--- src/common/uart_baud_cfg.svh ---
/*
  register offsets, field positions, reset values and timing figures of the
  serial port baud and status logic. assumes a 100 MHz register clock.
*/
`ifndef UART_BAUD_CFG_SVH
`define UART_BAUD_CFG_SVH

// ----------------------------------------------------------------
// register byte offsets
// ----------------------------------------------------------------
`define OFF_DEGLITCH 8'h00
`define OFF_PRESCALE 8'h04
`define OFF_MODULATION 8'h08
`define OFF_STATUS 8'h0C
`define OFF_CONTROL 8'h10
`define OFF_RXBUF 8'h14

// ----------------------------------------------------------------
// field positions
// ----------------------------------------------------------------
`define MOD_OS_BIT 0
`define MOD_FIRST_LSB 4
`define MOD_SECOND_LSB 8
`define ST_BUSY 0
`define ST_ADDR_IDLE 1
`define ST_RXERR 2
`define ST_BREAK 3
`define ST_PARITY 4
`define ST_OVERRUN 5
`define ST_FRAMING 6
`define ST_LOOPBACK 7
`define CTL_HOLD_BIT 0
`define CTL_PAR_BIT 1
`define CTL_MODE_LSB 2

// ----------------------------------------------------------------
// reset values
// ----------------------------------------------------------------
`define RST_DEGLITCH 2'h3
`define RST_PRESCALE 16'h0000
`define RST_MODULATION 16'h0000
`define RST_CONTROL 4'h1

// ----------------------------------------------------------------
// timing
// ----------------------------------------------------------------
`define CLK_PERIOD_NS 10
`define GLITCH0_NS 2
`define GLITCH1_NS 50
`define GLITCH2_NS 100
`define GLITCH3_NS 200
`define NS_TO_CYC(ns) (((ns) < `CLK_PERIOD_NS) ? 1 : ((ns) / `CLK_PERIOD_NS))
`define OS_LAST_TICK 4'hF

`endif

--- src/common/uart_baud_pkg.sv ---
/*
  types shared by the serial port baud and status logic.
  assumes uart_baud_cfg.svh for all figures.
*/
package uart_baud_pkg;
	typedef enum logic [1:0] {
		MODE_PLAIN,
		MODE_IDLE_LINE,
		MODE_ADDR_BIT,
		MODE_AUTO_BAUD
	} async_mode_t;
	typedef logic [15:0] word_t;
endpackage : uart_baud_pkg

--- src/verilog/line_deglitch.sv ---
/*
  receive line glitch filter: a level passes only after it has held for the
  selected number of clocks. assumes line_i is already synchronised.
*/
`timescale 1ns/10ps
`include "uart_baud_cfg.svh"

module line_deglitch (
	input wire logic clk_i,
	input wire logic reset_i,
	input wire logic line_i,
	input wire logic [1:0] sel_i,
	output logic line_o
);
	logic [4:0] count;
	logic [4:0] next_count;
	logic next_line;
	logic [4:0] need;

	// ----------------------------------------------------------------
	// filter
	// ----------------------------------------------------------------
	always_comb begin
		unique case (sel_i)
			2'h0: need = 5'(`NS_TO_CYC(`GLITCH0_NS));
			2'h1: need = 5'(`NS_TO_CYC(`GLITCH1_NS));
			2'h2: need = 5'(`NS_TO_CYC(`GLITCH2_NS));
			2'h3: need = 5'(`NS_TO_CYC(`GLITCH3_NS));
		endcase
		next_line = line_o;
		next_count = 5'h00;
		if (line_i != line_o) begin
			// a pulse shorter than the window restarts the count and is lost
			if (count + 5'h01 >= need) begin
				next_line = line_i;
			end else begin
				next_count = count + 5'h01;
			end
		end
	end

	always_ff @(posedge clk_i or posedge reset_i) begin
		if (reset_i) begin
			count <= 5'h00;
			line_o <= 1'h1;
		end else begin
			count <= next_count;
			line_o <= next_line;
		end
	end
endmodule : line_deglitch

--- src/verilog/uart_baud_status.sv ---
/*
  baud generator, glitch filter selection and status flags of an
  asynchronous serial port, with an APB register slave.
  assumes the receiver and transmitter run on clk_i and report events as
  single-cycle pulses; rx_pin_i comes straight from the pin.
*/
// Chosen here: the APB slave port and the register addresses.
// How it works
// - deglitch code 0..3 picks about 2, 50, 100 or 200 ns; resets to 3.
// - 16-bit prescaler, reset zero, divides the clock for the baud generator.
// - 8-bit second pattern adds one clock to chosen bit periods.
// - 4-bit first pattern stretches oversample ticks, only when oversampling.
// - modulation bit 0 turns oversampling on; resets off.
// - loopback feeds the transmit line into the receiver.
// - framing flag sets on low stop bit, clears on buffer read.
// - overrun flag sets when an unread buffer is overwritten, clears on read.
// - parity flag sets on bad parity, reads 0 with parity off, clears on read.
// - break flag sets on received break, clears on buffer read.
// - summary error flag sets with framing, parity or overrun; clears on read.
// - bit 1 marks address character or idle line per mode; clears on read.
// - busy bit reads 1 while sending or receiving, but 0 while the hold bit is set.
// - mode 00 plain, 01 idle-line, 10 address-bit, 11 auto-baud.
// - buffer read clears error flags, address/idle flag and receive flag.
`timescale 1ns/10ps
`include "uart_baud_cfg.svh"

module uart_baud_status (
	input wire logic clk_i,
	input wire logic reset_i,
	input wire logic psel_i,
	input wire logic penable_i,
	input wire logic pwrite_i,
	input wire logic [7:0] paddr_i,
	input wire logic [31:0] pwdata_i,
	output logic [31:0] prdata_o,
	output logic pready_o,
	output logic pslverr_o,
	input wire logic rx_pin_i,
	input wire logic transmit_line_i,
	output logic rx_line_o,
	output logic bit_clock_o,
	output logic oversample_clock_o,
	output logic soft_reset_hold_o,
	output logic parity_enable_o,
	output logic [1:0] async_mode_select_o,
	output logic receive_flag_o,
	input wire logic rx_load_i,
	input wire logic [7:0] rx_char_i,
	input wire logic rx_stop_low_i,
	input wire logic rx_parity_bad_i,
	input wire logic rx_break_i,
	input wire logic rx_addr_bit_i,
	input wire logic rx_idle_seen_i,
	input wire logic tx_active_i,
	input wire logic rx_active_i
);
	logic [1:0] deglitch_select, next_deglitch_select;
	logic [15:0] baud_prescaler, next_baud_prescaler;
	logic [7:0] second_mod_pattern, next_second_mod_pattern;
	logic [3:0] first_mod_pattern, next_first_mod_pattern;
	logic oversample_enable, next_oversample_enable;
	logic soft_reset_hold, next_soft_reset_hold;
	logic parity_enable, next_parity_enable;
	uart_baud_pkg::async_mode_t async_mode_select, next_async_mode_select;
	logic loopback_enable, next_loopback_enable;
	logic framing_error_flag, next_framing_error_flag;
	logic overrun_flag, next_overrun_flag;
	logic parity_error_flag, next_parity_error_flag;
	logic break_flag, next_break_flag;
	logic receive_error_flag, next_receive_error_flag;
	logic addr_idle_flag, next_addr_idle_flag;
	logic rx_full, next_rx_full;
	logic [7:0] receive_buffer, next_receive_buffer;
	logic [31:0] next_prdata;
	logic addr_err, next_addr_err;
	logic setup, access, wr, rxbuf_read, load;
	logic activity_flag;
	uart_baud_pkg::word_t status_word;

	// ----------------------------------------------------------------
	// apb decode
	// ----------------------------------------------------------------
	assign setup = psel_i & ~penable_i;
	assign access = psel_i & penable_i;
	assign wr = access & pwrite_i & ~addr_err;
	assign rxbuf_read = access & ~pwrite_i & (paddr_i == `OFF_RXBUF);
	assign pready_o = access;
	assign pslverr_o = access & addr_err;
	assign load = rx_load_i & ~soft_reset_hold;
	assign activity_flag = (tx_active_i | rx_active_i) & ~soft_reset_hold;

	always_comb begin
		status_word = 16'h0000;
		status_word[`ST_LOOPBACK] = loopback_enable;
		status_word[`ST_FRAMING] = framing_error_flag;
		status_word[`ST_OVERRUN] = overrun_flag;
		status_word[`ST_PARITY] = parity_error_flag & parity_enable;
		status_word[`ST_BREAK] = break_flag;
		status_word[`ST_RXERR] = receive_error_flag;
		status_word[`ST_ADDR_IDLE] = addr_idle_flag;
		status_word[`ST_BUSY] = activity_flag;
	end

	// read data is caught in the setup cycle so it leaves a flip-flop
	always_comb begin
		next_prdata = prdata_o;
		next_addr_err = addr_err;
		if (setup) begin
			next_addr_err = 1'h0;
			next_prdata = 32'h0000_0000;
			unique case (paddr_i)
				`OFF_DEGLITCH: next_prdata[1:0] = deglitch_select;
				`OFF_PRESCALE: next_prdata[15:0] = baud_prescaler;
				`OFF_MODULATION: next_prdata[15:0] = {second_mod_pattern, first_mod_pattern, 3'h0, oversample_enable};
				`OFF_STATUS: next_prdata[15:0] = status_word;
				`OFF_CONTROL: next_prdata[3:0] = {async_mode_select, parity_enable, soft_reset_hold};
				`OFF_RXBUF: next_prdata[7:0] = receive_buffer;
				default: next_addr_err = 1'h1;
			endcase
		end
	end

	always_ff @(posedge clk_i or posedge reset_i) begin
		if (reset_i) begin
			prdata_o <= 32'h0000_0000;
			addr_err <= 1'h0;
		end else begin
			prdata_o <= next_prdata;
			addr_err <= next_addr_err;
		end
	end

	// ----------------------------------------------------------------
	// configuration registers
	// ----------------------------------------------------------------
	// writes are taken at any time; keeping them under the hold bit is up to software
	always_comb begin
		next_deglitch_select = deglitch_select;
		next_baud_prescaler = baud_prescaler;
		next_second_mod_pattern = second_mod_pattern;
		next_first_mod_pattern = first_mod_pattern;
		next_oversample_enable = oversample_enable;
		next_soft_reset_hold = soft_reset_hold;
		next_parity_enable = parity_enable;
		next_async_mode_select = async_mode_select;
		next_loopback_enable = loopback_enable;
		if (wr) begin
			unique case (paddr_i)
				`OFF_DEGLITCH: next_deglitch_select = pwdata_i[1:0];
				`OFF_PRESCALE: next_baud_prescaler = pwdata_i[15:0];
				`OFF_MODULATION: begin
					next_second_mod_pattern = pwdata_i[`MOD_SECOND_LSB +: 8];
					next_first_mod_pattern = pwdata_i[`MOD_FIRST_LSB +: 4];
					next_oversample_enable = pwdata_i[`MOD_OS_BIT];
				end
				`OFF_STATUS: next_loopback_enable = pwdata_i[`ST_LOOPBACK];
				`OFF_CONTROL: begin
					next_soft_reset_hold = pwdata_i[`CTL_HOLD_BIT];
					next_parity_enable = pwdata_i[`CTL_PAR_BIT];
					next_async_mode_select = uart_baud_pkg::async_mode_t'(pwdata_i[`CTL_MODE_LSB +: 2]);
				end
				default: ;
			endcase
		end
	end

	always_ff @(posedge clk_i or posedge reset_i) begin
		if (reset_i) begin
			deglitch_select <= `RST_DEGLITCH;
			baud_prescaler <= `RST_PRESCALE;
			{second_mod_pattern, first_mod_pattern} <= 12'h000;
			oversample_enable <= 1'h0;
			async_mode_select <= uart_baud_pkg::async_mode_t'(2'(`RST_CONTROL >> `CTL_MODE_LSB));
			{parity_enable, soft_reset_hold} <= 2'(`RST_CONTROL);
			loopback_enable <= 1'h0;
		end else begin
			deglitch_select <= next_deglitch_select;
			baud_prescaler <= next_baud_prescaler;
			second_mod_pattern <= next_second_mod_pattern;
			first_mod_pattern <= next_first_mod_pattern;
			oversample_enable <= next_oversample_enable;
			soft_reset_hold <= next_soft_reset_hold;
			parity_enable <= next_parity_enable;
			async_mode_select <= next_async_mode_select;
			loopback_enable <= next_loopback_enable;
		end
	end

	assign soft_reset_hold_o = soft_reset_hold;
	assign parity_enable_o = parity_enable;
	assign async_mode_select_o = async_mode_select;
	assign receive_flag_o = rx_full;

	// ----------------------------------------------------------------
	// status flags
	// ----------------------------------------------------------------
	// a load in the same cycle as a buffer read wins over the clear
	always_comb begin
		next_framing_error_flag = framing_error_flag;
		next_overrun_flag = overrun_flag;
		next_parity_error_flag = parity_error_flag;
		next_break_flag = break_flag;
		next_receive_error_flag = receive_error_flag;
		next_addr_idle_flag = addr_idle_flag;
		next_rx_full = rx_full;
		next_receive_buffer = receive_buffer;
		if (wr && paddr_i == `OFF_STATUS) begin
			next_framing_error_flag = pwdata_i[`ST_FRAMING];
			next_overrun_flag = pwdata_i[`ST_OVERRUN];
			next_parity_error_flag = pwdata_i[`ST_PARITY];
			next_break_flag = pwdata_i[`ST_BREAK];
			next_receive_error_flag = pwdata_i[`ST_RXERR];
			next_addr_idle_flag = pwdata_i[`ST_ADDR_IDLE];
		end
		if (rxbuf_read) begin
			next_framing_error_flag = 1'h0;
			next_overrun_flag = 1'h0;
			next_parity_error_flag = 1'h0;
			next_break_flag = 1'h0;
			next_receive_error_flag = 1'h0;
			next_addr_idle_flag = 1'h0;
			next_rx_full = 1'h0;
		end
		if (load) begin
			next_receive_buffer = rx_char_i;
			next_rx_full = 1'h1;
			next_framing_error_flag = next_framing_error_flag | rx_stop_low_i;
			next_overrun_flag = next_overrun_flag | (rx_full & ~rxbuf_read);
			next_parity_error_flag = next_parity_error_flag | (rx_parity_bad_i & parity_enable);
			next_break_flag = next_break_flag | rx_break_i;
			next_receive_error_flag = next_receive_error_flag | rx_stop_low_i | (rx_full & ~rxbuf_read)
				| (rx_parity_bad_i & parity_enable);
			unique case (async_mode_select)
				uart_baud_pkg::MODE_IDLE_LINE: next_addr_idle_flag = rx_idle_seen_i;
				uart_baud_pkg::MODE_ADDR_BIT: next_addr_idle_flag = rx_addr_bit_i;
				uart_baud_pkg::MODE_PLAIN, uart_baud_pkg::MODE_AUTO_BAUD: next_addr_idle_flag = 1'h0;
			endcase
		end
	end

	always_ff @(posedge clk_i or posedge reset_i) begin
		if (reset_i) begin
			{framing_error_flag, overrun_flag, parity_error_flag} <= 3'h0;
			{break_flag, receive_error_flag, addr_idle_flag, rx_full} <= 4'h0;
			receive_buffer <= 8'h00;
		end else begin
			framing_error_flag <= next_framing_error_flag;
			overrun_flag <= next_overrun_flag;
			parity_error_flag <= next_parity_error_flag;
			break_flag <= next_break_flag;
			receive_error_flag <= next_receive_error_flag;
			addr_idle_flag <= next_addr_idle_flag;
			rx_full <= next_rx_full;
			receive_buffer <= next_receive_buffer;
		end
	end

	// ----------------------------------------------------------------
	// receive line: synchroniser, filter, loopback
	// ----------------------------------------------------------------
	logic pin_meta, pin_sync, pin_clean, next_rx_line;

	always_ff @(posedge clk_i or posedge reset_i) begin
		if (reset_i) begin
			pin_meta <= 1'h1;
			pin_sync <= 1'h1;
		end else begin
			pin_meta <= rx_pin_i;
			pin_sync <= pin_meta;
		end
	end

	line_deglitch filter (
		.clk_i(clk_i),
		.reset_i(reset_i),
		.line_i(pin_sync),
		.sel_i(deglitch_select),
		.line_o(pin_clean)
	);

	assign next_rx_line = loopback_enable ? transmit_line_i : pin_clean;

	always_ff @(posedge clk_i or posedge reset_i) begin
		if (reset_i) begin
			rx_line_o <= 1'h1;
		end else begin
			rx_line_o <= next_rx_line;
		end
	end

	// ----------------------------------------------------------------
	// baud generator
	// ----------------------------------------------------------------
	logic [16:0] div_count, next_div_count, period;
	logic [3:0] tick_index, next_tick_index;
	logic [2:0] bit_index, next_bit_index;
	logic next_bit_clock, next_oversample_clock;

	// a zero prescaler would never divide, so it counts as one
	always_comb begin
		period = (baud_prescaler == 16'h0000) ? 17'h00001 : {1'h0, baud_prescaler};
		if (oversample_enable) begin
			if (first_mod_pattern > tick_index) begin
				period = period + 17'h00001;
			end
			if (tick_index == `OS_LAST_TICK) begin
				period = period + {16'h0000, second_mod_pattern[bit_index]};
			end
		end else begin
			period = period + {16'h0000, second_mod_pattern[bit_index]};
		end
		next_div_count = div_count + 17'h00001;
		next_tick_index = tick_index;
		next_bit_index = bit_index;
		next_bit_clock = 1'h0;
		next_oversample_clock = 1'h0;
		if (next_div_count >= period) begin
			next_div_count = 17'h00000;
			if (oversample_enable) begin
				next_oversample_clock = 1'h1;
				next_tick_index = tick_index + 4'h1;
				next_bit_clock = (tick_index == `OS_LAST_TICK);
			end else begin
				next_tick_index = 4'h0;
				next_bit_clock = 1'h1;
			end
			next_bit_index = bit_index + 3'(next_bit_clock);
		end
		if (soft_reset_hold) begin
			next_div_count = 17'h00000;
			next_tick_index = 4'h0;
			next_bit_index = 3'h0;
			next_bit_clock = 1'h0;
			next_oversample_clock = 1'h0;
		end
	end

	always_ff @(posedge clk_i or posedge reset_i) begin
		if (reset_i) begin
			div_count <= 17'h00000;
			tick_index <= 4'h0;
			bit_index <= 3'h0;
			bit_clock_o <= 1'h0;
			oversample_clock_o <= 1'h0;
		end else begin
			div_count <= next_div_count;
			tick_index <= next_tick_index;
			bit_index <= next_bit_index;
			bit_clock_o <= next_bit_clock;
			oversample_clock_o <= next_oversample_clock;
		end
	end
endmodule : uart_baud_status

--- config.mk ---
export PLATFORM = sky130hd
export DESIGN_NAME = uart_baud_status
export DESIGN_NICKNAME = d
export VERILOG_FILES = /design/src/common/uart_baud_pkg.sv /design/src/verilog/line_deglitch.sv /design/src/verilog/uart_baud_status.sv
export VERILOG_INCLUDE_DIRS = /design/src /design/src/common
export SDC_FILE = /design/constraint.sdc
export NUM_CORES = 1
export LEC_CHECK = 0
export BUFFER_PORTS_ARGS = -buffer_cell sky130_fd_sc_hd__buf_2
export CORE_ASPECT_RATIO = 1.5
export CORE_MARGIN = 3
export CORE_UTILIZATION = 45
export DETAILED_ROUTE_END_ITERATION = 7
export GPL_TIMING_DRIVEN = 0
export PLACE_DENSITY = 0.66
export SYNTH_ARGS = -nofsm -noshare
export SYNTH_HDL_FRONTEND = slang
export SYNTH_SLANG_ARGS = --single-unit
--- constraint.sdc ---
create_clock -name clk_i -period 6.6 [get_ports clk_i]
set_input_delay 0.66 -clock clk_i [delete_from_list [all_inputs] [get_ports clk_i]]
set_output_delay 0.66 -clock clk_i [all_outputs]
set_load 0.02 [all_outputs]
# --- Word-level counts from Yosys, hierarchy flattened ---
# Cells that the tools add are included.
word_totals:
  output_inout_bits: 42
  regBits: 103
  inputBits: 63
op_classes:
  n_eq_ne: 13
  muxes: 51
  reduce_logical: 16
  magnitude_cmp: 4
  bitwise: 25
  add_sub_neg: 7
ops:
  columns: ["operator", "count"]
  rows:
  - ["2-to-1 mux 17 bit", 6]
  - ["2-to-1 mux 1 bit", 30]
  - ["case mux 5 bit (4 select lines)", 1]
  - ["adder 16 x 1 -> 17 bit", 1]
  - ["adder 16 x 1 -> 17 bit (second input constant)", 1]
  - ["adder 17 x 1 -> 17 bit", 1]
  - ["adder 17 x 1 -> 17 bit (second input constant)", 1]
  - [">= comparator 17 bit", 1]
  - ["equality test 8 x 4 -> 1 bit (second input constant)", 2]
  - ["equality test 8 x 5 -> 1 bit (second input constant)", 2]
  - ["zero test 16 bit", 1]
  - ["2-to-1 mux 16 bit", 1]
  - ["case mux 4 bit (4 select lines)", 1]
  - ["case mux 8 bit (2 select lines)", 1]
  - ["AND 1 bit", 12]
  - ["2-to-1 mux 4 bit", 3]
  - ["case mux 2 bit (6 select lines)", 1]
  - ["AND reduction 2 bit", 6]
  - ["2-to-1 mux 5 bit", 2]
  - ["equality test 2 bit (second input constant)", 4]
  - ["equality test 8 x 3 -> 1 bit (second input constant)", 1]
  - ["zero test 8 bit", 1]
  - ["bitwise OR 1 bit", 8]
  - ["case mux 2 bit (4 select lines)", 1]
  - ["19 further kinds", 27]

# --- Depth between registers and ports, before layout ---
logic_depth:
  ltp_word: 13
  ltp_mapped: 22

# --- Cells and area by module ---
# Synthesis repeated with hierarchy kept, for this count alone.
unflattened:
  hier_cells: 625
  area_unflattened_um2: 6328.6
modules_own_cells:
  columns: ["mod", "n_inst", "area_each_um2", "cells_each", "seq_area_each_um2"]
  rows:
  - ["uart_baud_status", 1, 5849.4, 585, 2434.8]
  - ["line_deglitch", 1, 479.2, 40, 151.4]

# --- Least setup slack after synthesis ---
# Ideal clock, no wire load.
synth_path:
  kind: "register to register"
  from: "register tick_index[2]"
  to: "register div_count[10]"
  arrival_ns: 4.478
  path_stages_with_launch: 21
  required_ns: 6.526
  synth_period_minus_slack_ns: 4.551
  setup_time_ns: 0.074
  path_slack_ns: 2.049
  cell_sequence: "dfrtp_1 -> inv_1 -> ha_1 -> o21ai_0 -> a21oi_1 -> o21ai_0 -> xnor2_1 -> ha_1 -> and4_1 -> o21ai_0 -> or3_1 -> o21ai_0 -> nand4_1 -> xor2_1 -> ha_1 -> and4_1 -> a221oi_1 -> o22a_1 -> nand3_1 -> clkbuf_1 -> nor2b_1"
synth_via:
  elab_chain_len: 9
  elab_cells_between_ends: 10
synth_lines:
  columns: ["element", "line", "text"]
  rows:
  - ["from (decl)", "uart_baud_status.sv:295", "logic [3:0] tick_index, next_tick_index;"]
  - ["from (signal assigned)", "uart_baud_status.sv:347", "tick_index <= next_tick_index;"]
  - ["greater-than comparator 4 bit", "uart_baud_status.sv:303", "if (first_mod_pattern > tick_index) begin"]
  - ["2-to-1 mux 17 bit", "uart_baud_status.sv:303", null]
  - ["2-to-1 mux 17 bit", "uart_baud_status.sv:302", "if (oversample_enable) begin"]
  - ["adder 17 x 1 -> 17 bit", "uart_baud_status.sv:307", "period = period + {16'h0000, second_mod_pattern[bit_index]};"]
  - ["2-to-1 mux 17 bit (*)", "uart_baud_status.sv:306", "if (tick_index == `OS_LAST_TICK) begin"]
  - ["2-to-1 mux 17 bit (*)", "uart_baud_status.sv:302", null]
  - [">= comparator 17 bit (*)", "uart_baud_status.sv:317", "if (next_div_count >= period) begin"]
  - ["2-to-1 mux 17 bit (*)", "uart_baud_status.sv:317", null]
  - ["2-to-1 mux 17 bit (*)", "uart_baud_status.sv:329", "if (soft_reset_hold) begin"]
  - ["named net next_div_count[10]", "uart_baud_status.sv:294", "logic [16:0] div_count, next_div_count, period;"]
  - ["to (signal assigned)", "uart_baud_status.sv:346", "div_count <= next_div_count;"]
  - ["to (decl)", "uart_baud_status.sv:294", null]
# Mark *: on every way through the listed nets, which the timed path passes. The rest lies on a longest branch. The select of a mux whose other input is x is not followed.
# A chain may end at the register's enable or synchronous reset.

# --- Final worst setup path ---
layout_path:
  from: "register tick_index[2]"
  to: "register div_count[12]"
# The elaborated chain is that of the path after synthesis.

==> summary.txt <==
Run status
  – Outcome: complete, no violations

Finish
  – Synth-to-Final Area Change: 15.04%
  – ANT cells: 0
  – Share of cells above drive strength 1: between 20% and 30%
  – Net count, final: roughly 800
  – Cell Count, Final, Fillers Out: 868

Routing
  – Via count of the routed design: 4897
  – Remaining antenna violation count: 0
  – Via-to-Cell Ratio: 5.642
  – DRT Pass-1 Iters: 4
  – DRC: 0
  – Routed Wire Length: between 15000 and 20000 um
  – DR WL/cell: about 18 um
  – Iteration-0 DRC Markers: 222

Floorplan
  – Top Ports: between 100 and 150
  – Num rows: 51
  – Core area: between 10000 and 15000 um2
  – Starting Density: 46.98%
  – Die area: ~15000 um2
  – Die X: 101.9 um
  – DIE HEIGHT: 149.8 um

Place
  – Routability cong.: 0.8481
  – Input/output buffers: just over 70
  – Placed insts: 852
  – DP HPWL: 12390 um

Worst setup path
  – Reg2Reg Depth: 20
  – Capture point of the critical path: div_count[12]
  – Startpoint type of the worst setup path: flop
  – Setup Crit Path Kind: flop to flop
  – Critical Path End Type: flop
  – R2r setup slk: 0.84 ns
  – CP Launch Point: tick_index[2]
  – Reg2reg start: tick_index[2]
  – CP required: 6.87 ns
  – Worst-path maximum fanout: 10
  – FF-to-FF End: div_count[12]
  – Crit path DAT: 6.03 ns

Timing
  – Setup TNS: 0 ns
  – Final hold vios: 0
  – Fmax: 173.7 MHz
  – Min cycle time layout: 5.756 ns
  – Worst-Margin Slew: 0.9413 ns
  – # setup viols final: 0
  – RSZ-0062 raised after global routing: false
  – Period utilization: 87.22%
  – Final Skew: 0.01112 ns
  – Max-slew headroom: a little under two fifths
  – Slew Viols, Final: 0

CTS
  – CTS tree: yes
  – Clk sink count: 103
  – H-Tree Depth: 3
  – CTS Root Cell: clkbuf_16
  – Clk pin slew, worst setup/hold paths: 0.08 ns
  – CTS resizes: 0
  – Hold-fix buffers, CTS: 0
  – Clock Latency Late Sink: 0.35 ns
  – Postcts setup bufs: 0
  – Num CTS Buffers: 9
  – Clk buf depth: 2

Synthesis
  – Count leader, synth: dfrtp_1
  – Ys flop type: dfrtp_1
  – Number of synthesized flops with an enable pin: 0
  – Top cells by area, synth: dfrtp_1 (39%), mux2_2 (9.1%), ha_1 (7.1%)
  – Syn avg cell area: 10.24 um2
  – Synth cell types: 60
  – Mapped Area: ~6200 um2
  – Top cell type's share of synthesized area: 38.71%
  – Warnings, synthesis: 0
  – Seq/Total Area, Yosys: 41.67%
  – Seq cells post-synth: 103
  – FFs w/ async S/R, synth: between 90% and 100%
  – Yosys top cell by area: dfrtp_1
  – Most common library cells after synthesis: dfrtp_1 (96), mux2_2 (50), nand2_1 (45)
  – Post-Syn Instances: 606

Job
  – Maxcap violations: 0

Global routing
  – Initial antenna violation count: 0
  – Total gr overflow: 0
  – Largest net degree at the start of global routing: 74
  – Vias in the first global route: 5115
  – Total track usage: 21.49%
  – First-pass GRT wire length: 25690 um

Power and ir drop
  – Pwr dens: approximately 210 nW/um2
  – Worst VDD drop: between 0.1 and 0.15 mV
  – Leak Pwr: 3.355 nW

Worst hold path
  – Worst Hold Class: primary input to async pin
worst max-delay path, stage by stage (launching register included):
cell      delay (ns)
dfrtp_1         0.44
inv_1           0.11
ha_1            0.31
o21ai_0         0.09
a21oi_1         0.42
o21ai_0         0.18
xnor2_1         0.23
ha_1            0.21
and4_1          0.26
o21ai_0         0.11
or3_1           0.30
o21ai_0         0.45
nand4_1         0.18
xor2_1          0.18
ha_1            0.29
and4_1          0.21
a221oi_1        0.45
o22a_1          0.41
nand3_1         0.33
clkbuf_1        0.33
nor2b_1         0.18
metal layers:
metal,GRT usage (%),vias up,routed length [um]
met4,8.930,0,480
met3,3.312,25,475
li1,-,2374,-
met2,40.01,103,8554
met5,0,-,0
met1,23.79,2395,5997
area by class of cell:
cell class | instances | area (um2)
fillers | 1205 | 6070
multi-input cells | 453 | 3357
flip-flops and latches | 103 | 2586
repair buffers | 72 | 382.9
plain buffers | 47 | 251.5
clock buffers | 9 | 225.2
well taps | 159 | 198.9
inverters | 18 | 70.07
clock inverters | 7 | 67.56
sequential cells by signal, indices dropped and copies added, names as in the netlist, 3 cells and up:
register and flops:
second_mod_pattern 8, receive_buffer 8, bit_index 3, baud_prescaler 16
tick_index 4, div_count 17, first_mod_pattern 4, filter.count 5
prdata_o 16
logic make-up after synthesis:
group | share of synthesized area, %
xor gates and xnor gates | 4.798
buffers and inverters | 5.141
DFF | 41.67
and+or+nand+nor | 15.52
muxes | 13.23
adders and majority gates | 7.218
other | 0.06043
AOI/OAI and AO/OA | 12.36
metrics by stage:
step	utilization [%]	setup slack (ns)	power, mW	instance area (um2)	hold WS [ns]
2_1_floorplan	-	2.049	0.8829	6262	0.3452
3_3_place_gp	51.61	1.019	0.9689	6817	0.3454
3_5_place_dp	51.83	0.8268	0.9836	6847	0.3488
4_1_cts	54.05	0.8139	1.512	7139	0.3033
5_1_grt	54.05	0.2908	1.567	7139	0.3213
6_report	54.05	0.8435	1.494	7139	0.3027
power by group:
group | internal (mW) | switching [mW]
Sequential | 0.660 | 0.0344
Combinational | 0.104 | 0.168
Clock | 0.266 | 0.262
worst min path at each step:
| stage | startpoint | endpoint | slack, ns | cells after the start |
|---|---|---|---|---|
| after global placement | pin_meta | pin_sync | 0.35 | 0 |
| final | reset_i | filter.count[4] | 0.30 | 2 |
| after floorplan | pin_meta | pin_sync | 0.35 | 0 |
| after global routing | reset_i | filter.count[4] | 0.32 | 2 |
| after CTS | reset_i | filter.count[3] | 0.30 | 2 |
| after detailed placement | pin_meta | pin_sync | 0.35 | 0 |
cell usage in the layout (no fill, tap or decap), types with 3 or more instances in the layout:
| cell type | instances |
|---|---|
| nor2b_1 | 25 |
| xnor2_1 | 22 |
| ha_1 | 35 |
| nand4_1 | 11 |
| mux4_2 | 3 |
| conb_1 | 16 |
| and4_1 | 6 |
| a22o_1 | 5 |
| buf_2 | 83 |
| mux2_2 | 50 |
| a21o_1 | 5 |
| and3_1 | 11 |
| nor2_1 | 21 |
| o21ai_0 | 38 |
| nor3b_1 | 3 |
| nor3_1 | 4 |
| clkbuf_16 | 9 |
| a21oi_1 | 18 |
| mux2i_1 | 13 |
| nand2b_1 | 7 |
| clkbuf_1 | 18 |
| buf_4 | 16 |
| mux2_4 | 4 |
| dfrtp_1 | 96 |
| nor4_1 | 4 |
| a221oi_1 | 3 |
| o211ai_1 | 6 |
| o2111ai_1 | 6 |
| a31oi_1 | 4 |
| and2_1 | 4 |
| or3_1 | 3 |
| inv_1 | 17 |
| nand2_1 | 45 |
| nand3_1 | 29 |
| xor2_1 | 12 |
| dfstp_2 | 7 |
| a22oi_1 | 13 |
Note: power is estimated with default switching activity, not from simulation.
